`src/tbs_pkg.sv`:
```
// Overview of operation
// - update-ir falling edge loads new instruction
// - bypass captures zero leaving capture-dr
// - tdo driver enabled falling edge entering shift-dr
// - one tdi bit shifted per rising edge
// - bypass delays serial stream one stage
// - tdo released falling edge entering exit1-dr
// - update-dr falling edge transfers shifted data
// - sample rising edges, drive falling edges
// - eight-bit ir, capture 10000001, ones bypass
package tbs_pkg;
   localparam int         IR_W        = 8;
   localparam logic [7:0] IR_CAPTURE  = 8'h81;
   localparam logic [7:0] IR_BYPASS   = 8'hFF;
   localparam logic [7:0] IR_RESET    = 8'hFF;
   localparam int         DR_W        = 8;
   localparam int         FIFO_W      = 8;
   localparam int         FIFO_DEPTH  = 16;
   localparam int         SYNC_STAGES = 2;

   typedef enum logic [15:0] {
      ST_RESET   = 16'h0001,
      ST_IDLE    = 16'h0002,
      ST_SEL_DR  = 16'h0004,
      ST_CAP_DR  = 16'h0008,
      ST_SH_DR   = 16'h0010,
      ST_EX1_DR  = 16'h0020,
      ST_PA_DR   = 16'h0040,
      ST_EX2_DR  = 16'h0080,
      ST_UPD_DR  = 16'h0100,
      ST_SEL_IR  = 16'h0200,
      ST_CAP_IR  = 16'h0400,
      ST_SH_IR   = 16'h0800,
      ST_EX1_IR  = 16'h1000,
      ST_PA_IR   = 16'h2000,
      ST_EX2_IR  = 16'h4000,
      ST_UPD_IR  = 16'h8000
   } tbs_state_t;
endpackage : tbs_pkg

```
`src/tbs_fifo.sv`:
```
`timescale 1ns/100ps
module tbs_fifo #(
   parameter int W = 8,
   parameter int D = 16
) (
   input  wire logic         clk,
   input  wire logic         reset_n,
   input  wire logic         in_valid,
   output logic              in_ready,
   input  wire logic [W-1:0] in_data,
   output logic              out_valid,
   input  wire logic         out_ready,
   output logic [W-1:0]      out_data
);
   localparam int AW = $clog2(D);
   logic [W-1:0]  mem_q [D];
   logic [AW-1:0] wr_q, wr_d, rd_q, rd_d;
   logic [AW:0]   cnt_q, cnt_d;
   logic          push, pop;

   // handshake and pointer arithmetic
   always_comb begin
      in_ready  = (cnt_q < (AW+1)'(D)); // room for one more word
      out_valid = (cnt_q != '0);
      push      = in_valid && in_ready;
      pop       = out_valid && out_ready;
      wr_d      = push ? wr_q + 1'b1 : wr_q;
      rd_d      = pop ? rd_q + 1'b1 : rd_q;
      cnt_d     = cnt_q + (AW+1)'(push) - (AW+1)'(pop);
      out_data  = mem_q[rd_q];
   end

   // registers and storage
   always_ff @(posedge clk) begin
      if (!reset_n) begin
         wr_q  <= '0;
         rd_q  <= '0;
         cnt_q <= '0;
      end else begin
         wr_q  <= wr_d;
         rd_q  <= rd_d;
         cnt_q <= cnt_d;
      end
      if (push) begin
         mem_q[wr_q] <= in_data;
      end
   end
endmodule : tbs_fifo

```
`src/tbs_tap.sv`:
```
`timescale 1ns/100ps
module tbs_tap (
   input  wire logic                     clk,
   input  wire logic                     reset_n,
   input  wire logic                     tck,
   input  wire logic                     tms,
   input  wire logic                     tdi,
   output logic                          tdo,
   output logic                          tdo_oe,
   output logic [tbs_pkg::IR_W-1:0]      ir_active,
   output logic                          bypass_sel,
   output logic [tbs_pkg::DR_W-1:0]      dr_parallel,
   output logic                          tlr_state,
   output logic                          word_valid,
   input  wire logic                     word_ready,
   output logic [tbs_pkg::FIFO_W-1:0]    word_data
);
   import tbs_pkg::*;

   // synchronisers for the test port pins
   logic [SYNC_STAGES-1:0] tck_s_q, tms_s_q, tdi_s_q;
   logic                   tck_prev_q;
   always_ff @(posedge clk) begin
      if (!reset_n) begin
         // test clock idles high, so no false edge right after reset
         tck_s_q    <= '1;
         tms_s_q    <= '1;
         tdi_s_q    <= '1;
         tck_prev_q <= 1'b1;
      end else begin
         tck_s_q    <= {tck_s_q[0], tck};
         tms_s_q    <= {tms_s_q[0], tms};
         tdi_s_q    <= {tdi_s_q[0], tdi};
         tck_prev_q <= tck_s_q[1];
      end
   end

   logic rise, fall, tms_i, tdi_i;
   assign rise  = tck_s_q[1] && !tck_prev_q;
   assign fall  = !tck_s_q[1] && tck_prev_q;
   assign tms_i = tms_s_q[1];
   assign tdi_i = tdi_s_q[1];

   tbs_state_t          st_q, st_d;
   logic [IR_W-1:0]     irs_q, irs_d, ira_q, ira_d;
   logic [DR_W-1:0]     drs_q, drs_d, drp_q, drp_d;
   logic                byp_q, byp_d, tdo_q, tdo_d, oe_q, oe_d;
   logic [FIFO_W-1:0]   fbyte_q, fbyte_d;
   logic [2:0]          fcnt_q, fcnt_d;
   logic                fpush, f_ready;

   // next tap state
   function automatic tbs_state_t next_st(tbs_state_t s, logic m);
      unique case (s)
         ST_RESET:  next_st = m ? ST_RESET  : ST_IDLE;
         ST_IDLE:   next_st = m ? ST_SEL_DR : ST_IDLE;
         ST_SEL_DR: next_st = m ? ST_SEL_IR : ST_CAP_DR;
         ST_CAP_DR: next_st = m ? ST_EX1_DR : ST_SH_DR;
         ST_SH_DR:  next_st = m ? ST_EX1_DR : ST_SH_DR;
         ST_EX1_DR: next_st = m ? ST_UPD_DR : ST_PA_DR;
         ST_PA_DR:  next_st = m ? ST_EX2_DR : ST_PA_DR;
         ST_EX2_DR: next_st = m ? ST_UPD_DR : ST_SH_DR;
         ST_UPD_DR: next_st = m ? ST_SEL_DR : ST_IDLE;
         ST_SEL_IR: next_st = m ? ST_RESET  : ST_CAP_IR;
         ST_CAP_IR: next_st = m ? ST_EX1_IR : ST_SH_IR;
         ST_SH_IR:  next_st = m ? ST_EX1_IR : ST_SH_IR;
         ST_EX1_IR: next_st = m ? ST_UPD_IR : ST_PA_IR;
         ST_PA_IR:  next_st = m ? ST_EX2_IR : ST_PA_IR;
         ST_EX2_IR: next_st = m ? ST_UPD_IR : ST_SH_IR;
         ST_UPD_IR: next_st = m ? ST_SEL_DR : ST_IDLE;
         default:   next_st = ST_RESET;
      endcase
   endfunction : next_st

   logic is_byp;
   assign is_byp = (ira_q == IR_BYPASS);

   // tap datapath next values
   always_comb begin
      st_d    = st_q;
      irs_d   = irs_q;
      ira_d   = ira_q;
      drs_d   = drs_q;
      drp_d   = drp_q;
      byp_d   = byp_q;
      tdo_d   = tdo_q;
      oe_d    = oe_q;
      fbyte_d = fbyte_q;
      fcnt_d  = fcnt_q;
      fpush   = 1'b0;
      if (rise) begin
         st_d = next_st(st_q, tms_i);
         unique case (st_q)
            ST_CAP_IR: irs_d = IR_CAPTURE;
            ST_SH_IR:  irs_d = {tdi_i, irs_q[IR_W-1:1]};
            ST_CAP_DR: begin
               byp_d = 1'b0;
               drs_d = drp_q;
            end
            ST_SH_DR: begin
               if (is_byp) byp_d = tdi_i;
               else drs_d = {tdi_i, drs_q[DR_W-1:1]};
               fbyte_d = {tdi_i, fbyte_q[FIFO_W-1:1]};
               fcnt_d  = fcnt_q + 3'h1;
               fpush   = (fcnt_q == 3'h7) && f_ready;
            end
            default: ;
         endcase
         if (st_q == ST_RESET) ira_d = IR_RESET;
      end
      if (fall) begin
         unique case (st_q)
            ST_UPD_IR: ira_d = irs_q;
            ST_UPD_DR: if (!is_byp) drp_d = drs_q;
            ST_RESET:  ira_d = IR_RESET;
            default: ;
         endcase
         oe_d  = (st_q == ST_SH_DR) || (st_q == ST_SH_IR);
         tdo_d = (st_q == ST_SH_IR) ? irs_q[0] : (is_byp ? byp_q : drs_q[0]);
      end
   end

   // tap registers
   always_ff @(posedge clk) begin
      if (!reset_n) begin
         st_q    <= ST_RESET;
         irs_q   <= '0;
         ira_q   <= IR_RESET;
         drs_q   <= '0;
         drp_q   <= '0;
         byp_q   <= 1'b0;
         tdo_q   <= 1'b0;
         oe_q    <= 1'b0;
         fbyte_q <= '0;
         fcnt_q  <= '0;
      end else begin
         st_q    <= st_d;
         irs_q   <= irs_d;
         ira_q   <= ira_d;
         drs_q   <= drs_d;
         drp_q   <= drp_d;
         byp_q   <= byp_d;
         tdo_q   <= tdo_d;
         oe_q    <= oe_d;
         fbyte_q <= fbyte_d;
         fcnt_q  <= fcnt_d;
      end
   end

   // shifted-in bytes buffered for the user side
   tbs_fifo #(.W(FIFO_W), .D(FIFO_DEPTH)) u_fifo (
      .clk       (clk),
      .reset_n   (reset_n),
      .in_valid  (fpush),
      .in_ready  (f_ready),
      .in_data   ({tdi_i, fbyte_q[FIFO_W-1:1]}),
      .out_valid (word_valid),
      .out_ready (word_ready),
      .out_data  (word_data)
   );

   assign tdo         = tdo_q;
   assign tdo_oe      = oe_q;
   assign ir_active   = ira_q;
   assign bypass_sel  = is_byp;
   assign dr_parallel = drp_q;
   assign tlr_state   = (st_q == ST_RESET);

   property p_cap_zero;
      @(posedge clk) disable iff (!reset_n)
      (rise && st_q == ST_CAP_DR) |=> !byp_q;
   endproperty
   a_cap_zero: assert property (p_cap_zero) else $error("bypass not zero after capture");
   property p_upd_ir;
      @(posedge clk) disable iff (!reset_n)
      (fall && st_q == ST_UPD_IR) |=> (ira_q == $past(irs_q));
   endproperty
   a_upd_ir: assert property (p_upd_ir) else $error("instruction not loaded");
   property p_oe_sh;
      @(posedge clk) disable iff (!reset_n)
      (fall && st_q == ST_SH_DR) |=> tdo_oe;
   endproperty
   a_oe_sh: assert property (p_oe_sh) else $error("tdo not enabled in shift");
   property p_oe_ex;
      @(posedge clk) disable iff (!reset_n)
      (fall && st_q == ST_EX1_DR) |=> !tdo_oe;
   endproperty
   a_oe_ex: assert property (p_oe_ex) else $error("tdo not released in exit1");
   property p_shift;
      @(posedge clk) disable iff (!reset_n)
      (rise && st_q == ST_SH_DR && is_byp) |=> (byp_q == $past(tdi_i));
   endproperty
   a_shift: assert property (p_shift) else $error("bypass did not shift");
   property p_byp_out;
      @(posedge clk) disable iff (!reset_n)
      (fall && st_q == ST_SH_DR && is_byp) |=> (tdo == $past(byp_q));
   endproperty
   a_byp_out: assert property (p_byp_out) else $error("bypass output wrong");
   property p_upd_dr;
      @(posedge clk) disable iff (!reset_n)
      (fall && st_q == ST_UPD_DR && !is_byp) |=> (drp_q == $past(drs_q));
   endproperty
   a_upd_dr: assert property (p_upd_dr) else $error("parallel stage not updated");
   property p_cap_ir;
      @(posedge clk) disable iff (!reset_n)
      (rise && st_q == ST_CAP_IR) |=> (irs_q == IR_CAPTURE);
   endproperty
   a_cap_ir: assert property (p_cap_ir) else $error("ir capture wrong");
   property p_tlr;
      @(posedge clk) disable iff (!reset_n)
      (rise && st_q == ST_SEL_IR && tms_i) |=> tlr_state;
   endproperty
   a_tlr: assert property (p_tlr) else $error("reset state not reached");
   property p_stable;
      @(posedge clk) disable iff (!reset_n)
      (!rise) |=> (st_q == $past(st_q));
   endproperty
   a_stable: assert property (p_stable) else $error("state moved without rising edge");
endmodule : tbs_tap

```
`config.mk`:
```
export PLATFORM = sky130hd
export DESIGN_NAME = tbs_tap
export DESIGN_NICKNAME = d
export VERILOG_FILES = /design/src/tbs_pkg.sv /design/src/tbs_fifo.sv /design/src/tbs_tap.sv
export SDC_FILE = /design/constraint.sdc
export NUM_CORES = 1
export LEC_CHECK = 0
export BUFFER_PORTS_ARGS = -buffer_cell sky130_fd_sc_hd__buf_2
export CORE_MARGIN = 2
export CORE_UTILIZATION = 40
export CTS_CLUSTER_DIAMETER = 100
export DETAILED_ROUTE_END_ITERATION = 10
export SETUP_SLACK_MARGIN = 0.4
export SLEW_MARGIN = 20
export SYNTH_ARGS = -nofsm -noshare
export SYNTH_HDL_FRONTEND = slang
export SYNTH_SLANG_ARGS = --single-unit
export TNS_END_PERCENT = 20
```
`constraint.sdc`:
```
create_clock -name clk -period 6.6 [get_ports clk]
set_input_delay 1.32 -clock clk [delete_from_list [all_inputs] [get_ports clk]]
set_output_delay 1.32 -clock clk [all_outputs]
set_load 0.005 [all_outputs]
```
======== Word level (Yosys, flattened, before mapping) ========
Memories as Yosys holds them, arrays and structs flattened. A register that Yosys moved wholly into a read port is not among the register bits.
Index checks and enable logic that the tools add are counted.
storage, ports and cells
  word-level logic and storage cells ...... 94
  output and inout bits ................... 29
  register bits ........................... 82
  memories ................................ 1
  RAM bits ................................ 128
  input bits .............................. 6
cells by class
  bitwise gates (word level) .............. 1
  multiplexer cells ....................... 30
  add/sub/neg operators ................... 5
  equality and inequality tests ........... 20
  order comparisons ....................... 1
  reduce and logical (&&, ||, !) cells .... 19
memories
  name          words  width  rd ports  clocked after Yosys merged registers in  wr ports  line            RTL
  u_fifo.mem_q  16     8      1         1                                        1         tbs_fifo.sv:16  logic [W-1:0] mem_q [D];
operators by type and width
  operator                                                                 count
  16-bit one-hot mux with 12 select lines                                  1
  8-bit one-hot mux with 2 select lines                                    3
  8-bit 2-to-1 mux                                                         5
  16-bit 2-to-1 mux                                                        2
  9-bit 2-to-1 mux                                                         2
  16-bit by 1-bit equality test with 1-bit output, second input constant   1
  16-bit by 10-bit equality test with 1-bit output, second input constant  1
  16-bit by 11-bit equality test with 1-bit output, second input constant  1
  16-bit by 12-bit equality test with 1-bit output, second input constant  1
  16-bit by 13-bit equality test with 1-bit output, second input constant  1
  16-bit by 14-bit equality test with 1-bit output, second input constant  1
  16-bit by 15-bit equality test with 1-bit output, second input constant  1
  16-bit equality test, second input constant                              1
  16-bit by 2-bit equality test with 1-bit output, second input constant   1
  16-bit by 3-bit equality test with 1-bit output, second input constant   1
  16-bit by 4-bit equality test with 1-bit output, second input constant   1
  16-bit by 5-bit equality test with 1-bit output, second input constant   1
  16-bit by 6-bit equality test with 1-bit output, second input constant   1
  16-bit by 7-bit equality test with 1-bit output, second input constant   1
  16-bit by 8-bit equality test with 1-bit output, second input constant   1
  16-bit by 9-bit equality test with 1-bit output, second input constant   1
  15-bit 2-to-1 mux                                                        1
  13-bit 2-to-1 mux                                                        1
  11-bit 2-to-1 mux                                                        1
  25 further kinds                                                         44

======== Depth between registers and ports, before layout ========
  depth in word-level cells ............... 7
  gate-level depth with buffers ........... 15
  mapped depth without buffers ............ 14

======== Hierarchy ========
From an unflattened synthesis, not the netlist that was laid out.
unflattened totals
  cells, all modules ...................... 648
  area, all modules ....................... 8891.0 um^2
modules (own cells, without submodules)
  module    instances  area an instance (um^2)  cells an instance
  tbs_fifo  1          5811.8                   303
  tbs_tap   1          3079.2                   345

======== Worst setup path before layout ========
No wires, ideal clock.
  path type ............................... input -> register
  from .................................... input word_ready
  to ...................................... register u_fifo.cnt_q[4]
  library setup time ...................... 0.116 ns
  slack ................................... 3.469 ns
  stages .................................. 12
  data arrival time ....................... 3.015 ns
  required time ........................... 6.484 ns
  buffers on the path ..................... 1
  cell sequence ........................... and2_1 > clkbuf_1 > ha_1 > inv_1 > ha_1 > inv_1 > fa_1 > inv_1 > a21oi_1 > nor2_1 > or3_1 > and3_1
between the ends
  cells in the longest elaborated chain, start to end .. 2
ends and longest elaborated chain
  item                                         line            RTL
  start: declaration                           tbs_tap.sv:15   input wire logic word_ready,
  1-bit logical AND                            tbs_fifo.sv:26  pop = out_valid && out_ready;
  5-bit by 1-bit subtractor with 5-bit output  tbs_fifo.sv:29  cnt_d = cnt_q + (AW+1)'(push) - (AW+1)'(pop);
  end signal: assignment                       tbs_fifo.sv:42  cnt_q <= cnt_d;
  end: declaration                             tbs_fifo.sv:18  logic [AW:0] cnt_q, cnt_d;
Every way passes these cells.
A chain may end at the register's enable or synchronous reset.

==> qor.yml <==
place:
  place_ws_ns: 2.93
  port_buffers: 34
  placed_cells_incl_taps: 909
  dp.final_hpwl_mm: 11.4
  dpl-instance-area_um2: 9250
  place_congestion: 0.816
routing:
  via_count: 5174
  drc: 0
  first_iter_violations: 384
  vias_per_cell: 5.44
  route.antenna.remaining_nets: 0
  detail_route.first_pass.iterations: 5
  routed_wirelength_mm: 17.8
  wl_per_cell_um: 18.7
sta:
  timing.clock.skew_ns: 0.0152
  maxSlewViolCount: 0
  relSlewSlack: 0.279
  max_clock_freq_mhz: 258
  timing.final.setup_violations: 0
  fin_ws_ns: 2.73
  timing.final.crit_share: 0.586
  finalHoldViolCount: 0
  timing.final.crit_period_ns: 3.87
  rsz0062_at_grt: "no"
  finalSetupTns_ns: 0
  finalHoldWorstSlack_ns: 0.408
  worst_slew_pin_slew_ns: 1.08
logic_synthesis:
  synth-warning-count: 0
  synth_top_cells_by_area: "edfxtp_1, dfxtp_1, mux4_2"
  ys.flop_type: "edfxtp_1"
  asyncSetResetFlopFracSynth: 0
  synthCells: 630
  nets_in_the_synthesized_netlist: 650
  synth-edff-count: 128
  area_fraction_of_the_dominant_cell_type_after_synthesis: 0.435
  ys_seq_area_frac: 0.627
  synth-seq-cells: 213
  synthesis.area_um2: 8840
  synth.largest_area_cell: "edfxtp_1"
  postSynthAreaPerCell_um2: 14.0
  yosys.cell_types.count: 51
pwr:
  power.switching_uw: 713
  peakVddDrop_mv: 0.193
  power_per_cell_area_nw_per_um2: 309
  power_mw: 3.09
  clock_power_share: 0.394
  switching_portion_of_total_power: 0.231
  cellInternalPower_mw: 2.38
  pwr-share-seq: 0.483
  static-leakage-power_nw: 3.48
  pwr-share-comb: 0.123
floorplanning:
  rows: 54
  die_width_um: 153
  height_of_the_die_um: 153
  core_um2: 21800
  design.die.area_um2: 23300
  initial_utilization: 0.406
  i_o_pins: 35
flow_run:
  maxCapViolCount: 0
worst_setup_path:
  critical_path_class: "flip-flop to output port"
  crit_end: "word_data[3]"
  crit-reg2reg-launch: "st_q[8]"
  endpoint_class_of_the_critical_path: "output port"
  worstSetupStartpointType: "flip-flop"
  worst-endpoint-required_ns: 5.28
  setup.reg_to_reg.worst_slack_ns: 3.00
  rr_endpoint: "u_fifo.mem_q[9][3]"
  critical_path_arrival_ns: 2.55
  worst_r2r_path_depth: 5
  critical_path_peak_fanout: 32
outcome:
  run_status: "completed"
cts:
  clkSinkCount: 213
  clockRootBuffer: "clkbuf_16"
  cts-buffers-inserted: 23
  cts_hold_buffers: 0
  worstSkewPairLatency_ns: 0.51
  clock_path_buffers: 3
  cts-resized-gates: 0
  clk_transition_reported_paths_ns: 0.06
  htreeDepth: 1
  cts_setup_buffers: 0
  cts_tree: "done"
finish:
  drive_above_1_share: 0.192
  layout.cell_area.non_filler_um2: 9980
  final_net_count: 674
  instances_no_fill: 951
  p_r_area_growth_vs_syn_pct: 12.9
  antenna_cells_inserted: 0
  post_route_core_utilization: 0.459
global_route:
  grt_antenna_before_repair: 0
  grt_first_pass_wirelength_mm: 28.8
  grt_ovf: 0
  grt_pass1_vias: 5316
  grt.total_usage: 0.155
  maximum_number_of_pins_on_one_net_before_global_route_repair: 68
worst_hold_path:
  min_path_type: "flip-flop to flip-flop"
power by group through the flow:
| stage | clock network (mW) | registers (mW) | logic, mW |
|---|---|---|---|
| floorplan | 0 | 1.47 | 0.353 |
| global placement | 0 | 1.52 | 0.379 |
| detailed placement | 0 | 1.53 | 0.383 |
| CTS | 1.25 | 1.50 | 0.386 |
| global route | 1.30 | 1.50 | 0.427 |
| finish | 1.22 | 1.49 | 0.379 |
cells in the mapped netlist, types with 3 or more instances:
cell	n
nand4_1	9
or3_1	3
nand2_1	56
nand4b_1	4
nor4_1	7
nand3_1	11
o21ai_0	12
nor2_1	28
mux4_2	40
o211a_1	9
ha_1	13
a22oi_1	4
buf_1	3
and2_1	21
buf_2	9
xnor2_1	12
edfxtp_1	128
clkbuf_1	30
and3_1	4
dfxtp_1	85
nor4b_1	4
nor2b_1	20
nor4_4	3
nor3_1	10
nand2b_1	12
inv_1	11
a21boi_0	19
mux2i_1	18
xor2_1	5
o22a_1	8
a21oi_1	6
logic make-up (layout without fill, tap and decap cells):
family | count (synthesis) | after routing | share of synthesized area
DFF | 213 | 213 | 0.627
buffers and inverters | 54 | 95 | 0.0246
muxes | 59 | 59 | 0.124
adders and majority gates | 14 | 14 | 0.0207
xor gates and xnor gates | 17 | 17 | 0.0168
and+or+nand+nor | 203 | 203 | 0.129
AOI/OAI and AO/OA | 70 | 70 | 0.0585
layer usage:
| metal | track usage | part of all wire |
|---|---|---|
| met5 | 0 | 0 |
| met1 | 0.204 | 0.43 |
| met4 | 0.0423 | 0.021 |
| met3 | 0.0245 | 0.045 |
| met2 | 0.267 | 0.50 |
cell usage in the layout (no fill, tap or decap), types with 9 or more instances in the layout:
| cell | instances |
|---|---|
| a21boi_0 | 19 |
| and2_1 | 21 |
| buf_2 | 34 |
| clkbuf_16 | 23 |
| dfxtp_1 | 84 |
| edfxtp_1 | 128 |
| ha_1 | 13 |
| inv_1 | 11 |
| mux2i_1 | 18 |
| mux4_2 | 40 |
| nand2_1 | 56 |
| nand2b_1 | 12 |
| nand3_1 | 11 |
| nand4_1 | 9 |
| nor2_1 | 27 |
| nor2b_1 | 20 |
| nor3_1 | 9 |
| o211a_1 | 9 |
| o21ai_0 | 12 |
| xnor2_1 | 12 |
sequential cells by signal, summed over array words and instances, names as in the netlist, 2 cells and up, named ones only:
register	count
u_fifo.mem_q	128
st_q	16
dr_parallel	8
drs_q	8
ir_active	8
irs_q	8
fbyte_q	7
u_fifo.cnt_q	5
u_fifo.rd_q	4
u_fifo.wr_q	4
fcnt_q	3
tck_s_q	2
tdi_s_q	2
tms_s_q	2
worst min-delay path by stage:
stage | end | from | slack (ns) | cells past startpoint
after floorplan | tck_s_q[1] | tck_s_q[0] | 0.39 | 1
after CTS | tdi_s_q[1] | tdi_s_q[0] | 0.41 | 1
after detailed placement | tdi_s_q[1] | tdi_s_q[0] | 0.40 | 1
final | tms_s_q[1] | tms_s_q[0] | 0.41 | 1
after global placement | tck_s_q[1] | tck_s_q[0] | 0.39 | 1
after global routing | tdi_s_q[1] | tdi_s_q[0] | 0.44 | 1
layout make-up:
cell class	count	area (um^2)
clock inverter	5	37.5
multi-input combinational	363	3090
inverter	11	41.3
fill	1897	11800
tap	280	350
timing repair buffer	42	230
sequential	213	5550
clock buffer	37	688
worst max-delay path, cell delays in order, from the launching register on:
cell and delay [ns]:
dfxtp_4 0.76, mux4_2 0.59, mux4_2 0.51, buf_2 0.15
No activity file was read; power rests on OpenSTA's default activity.
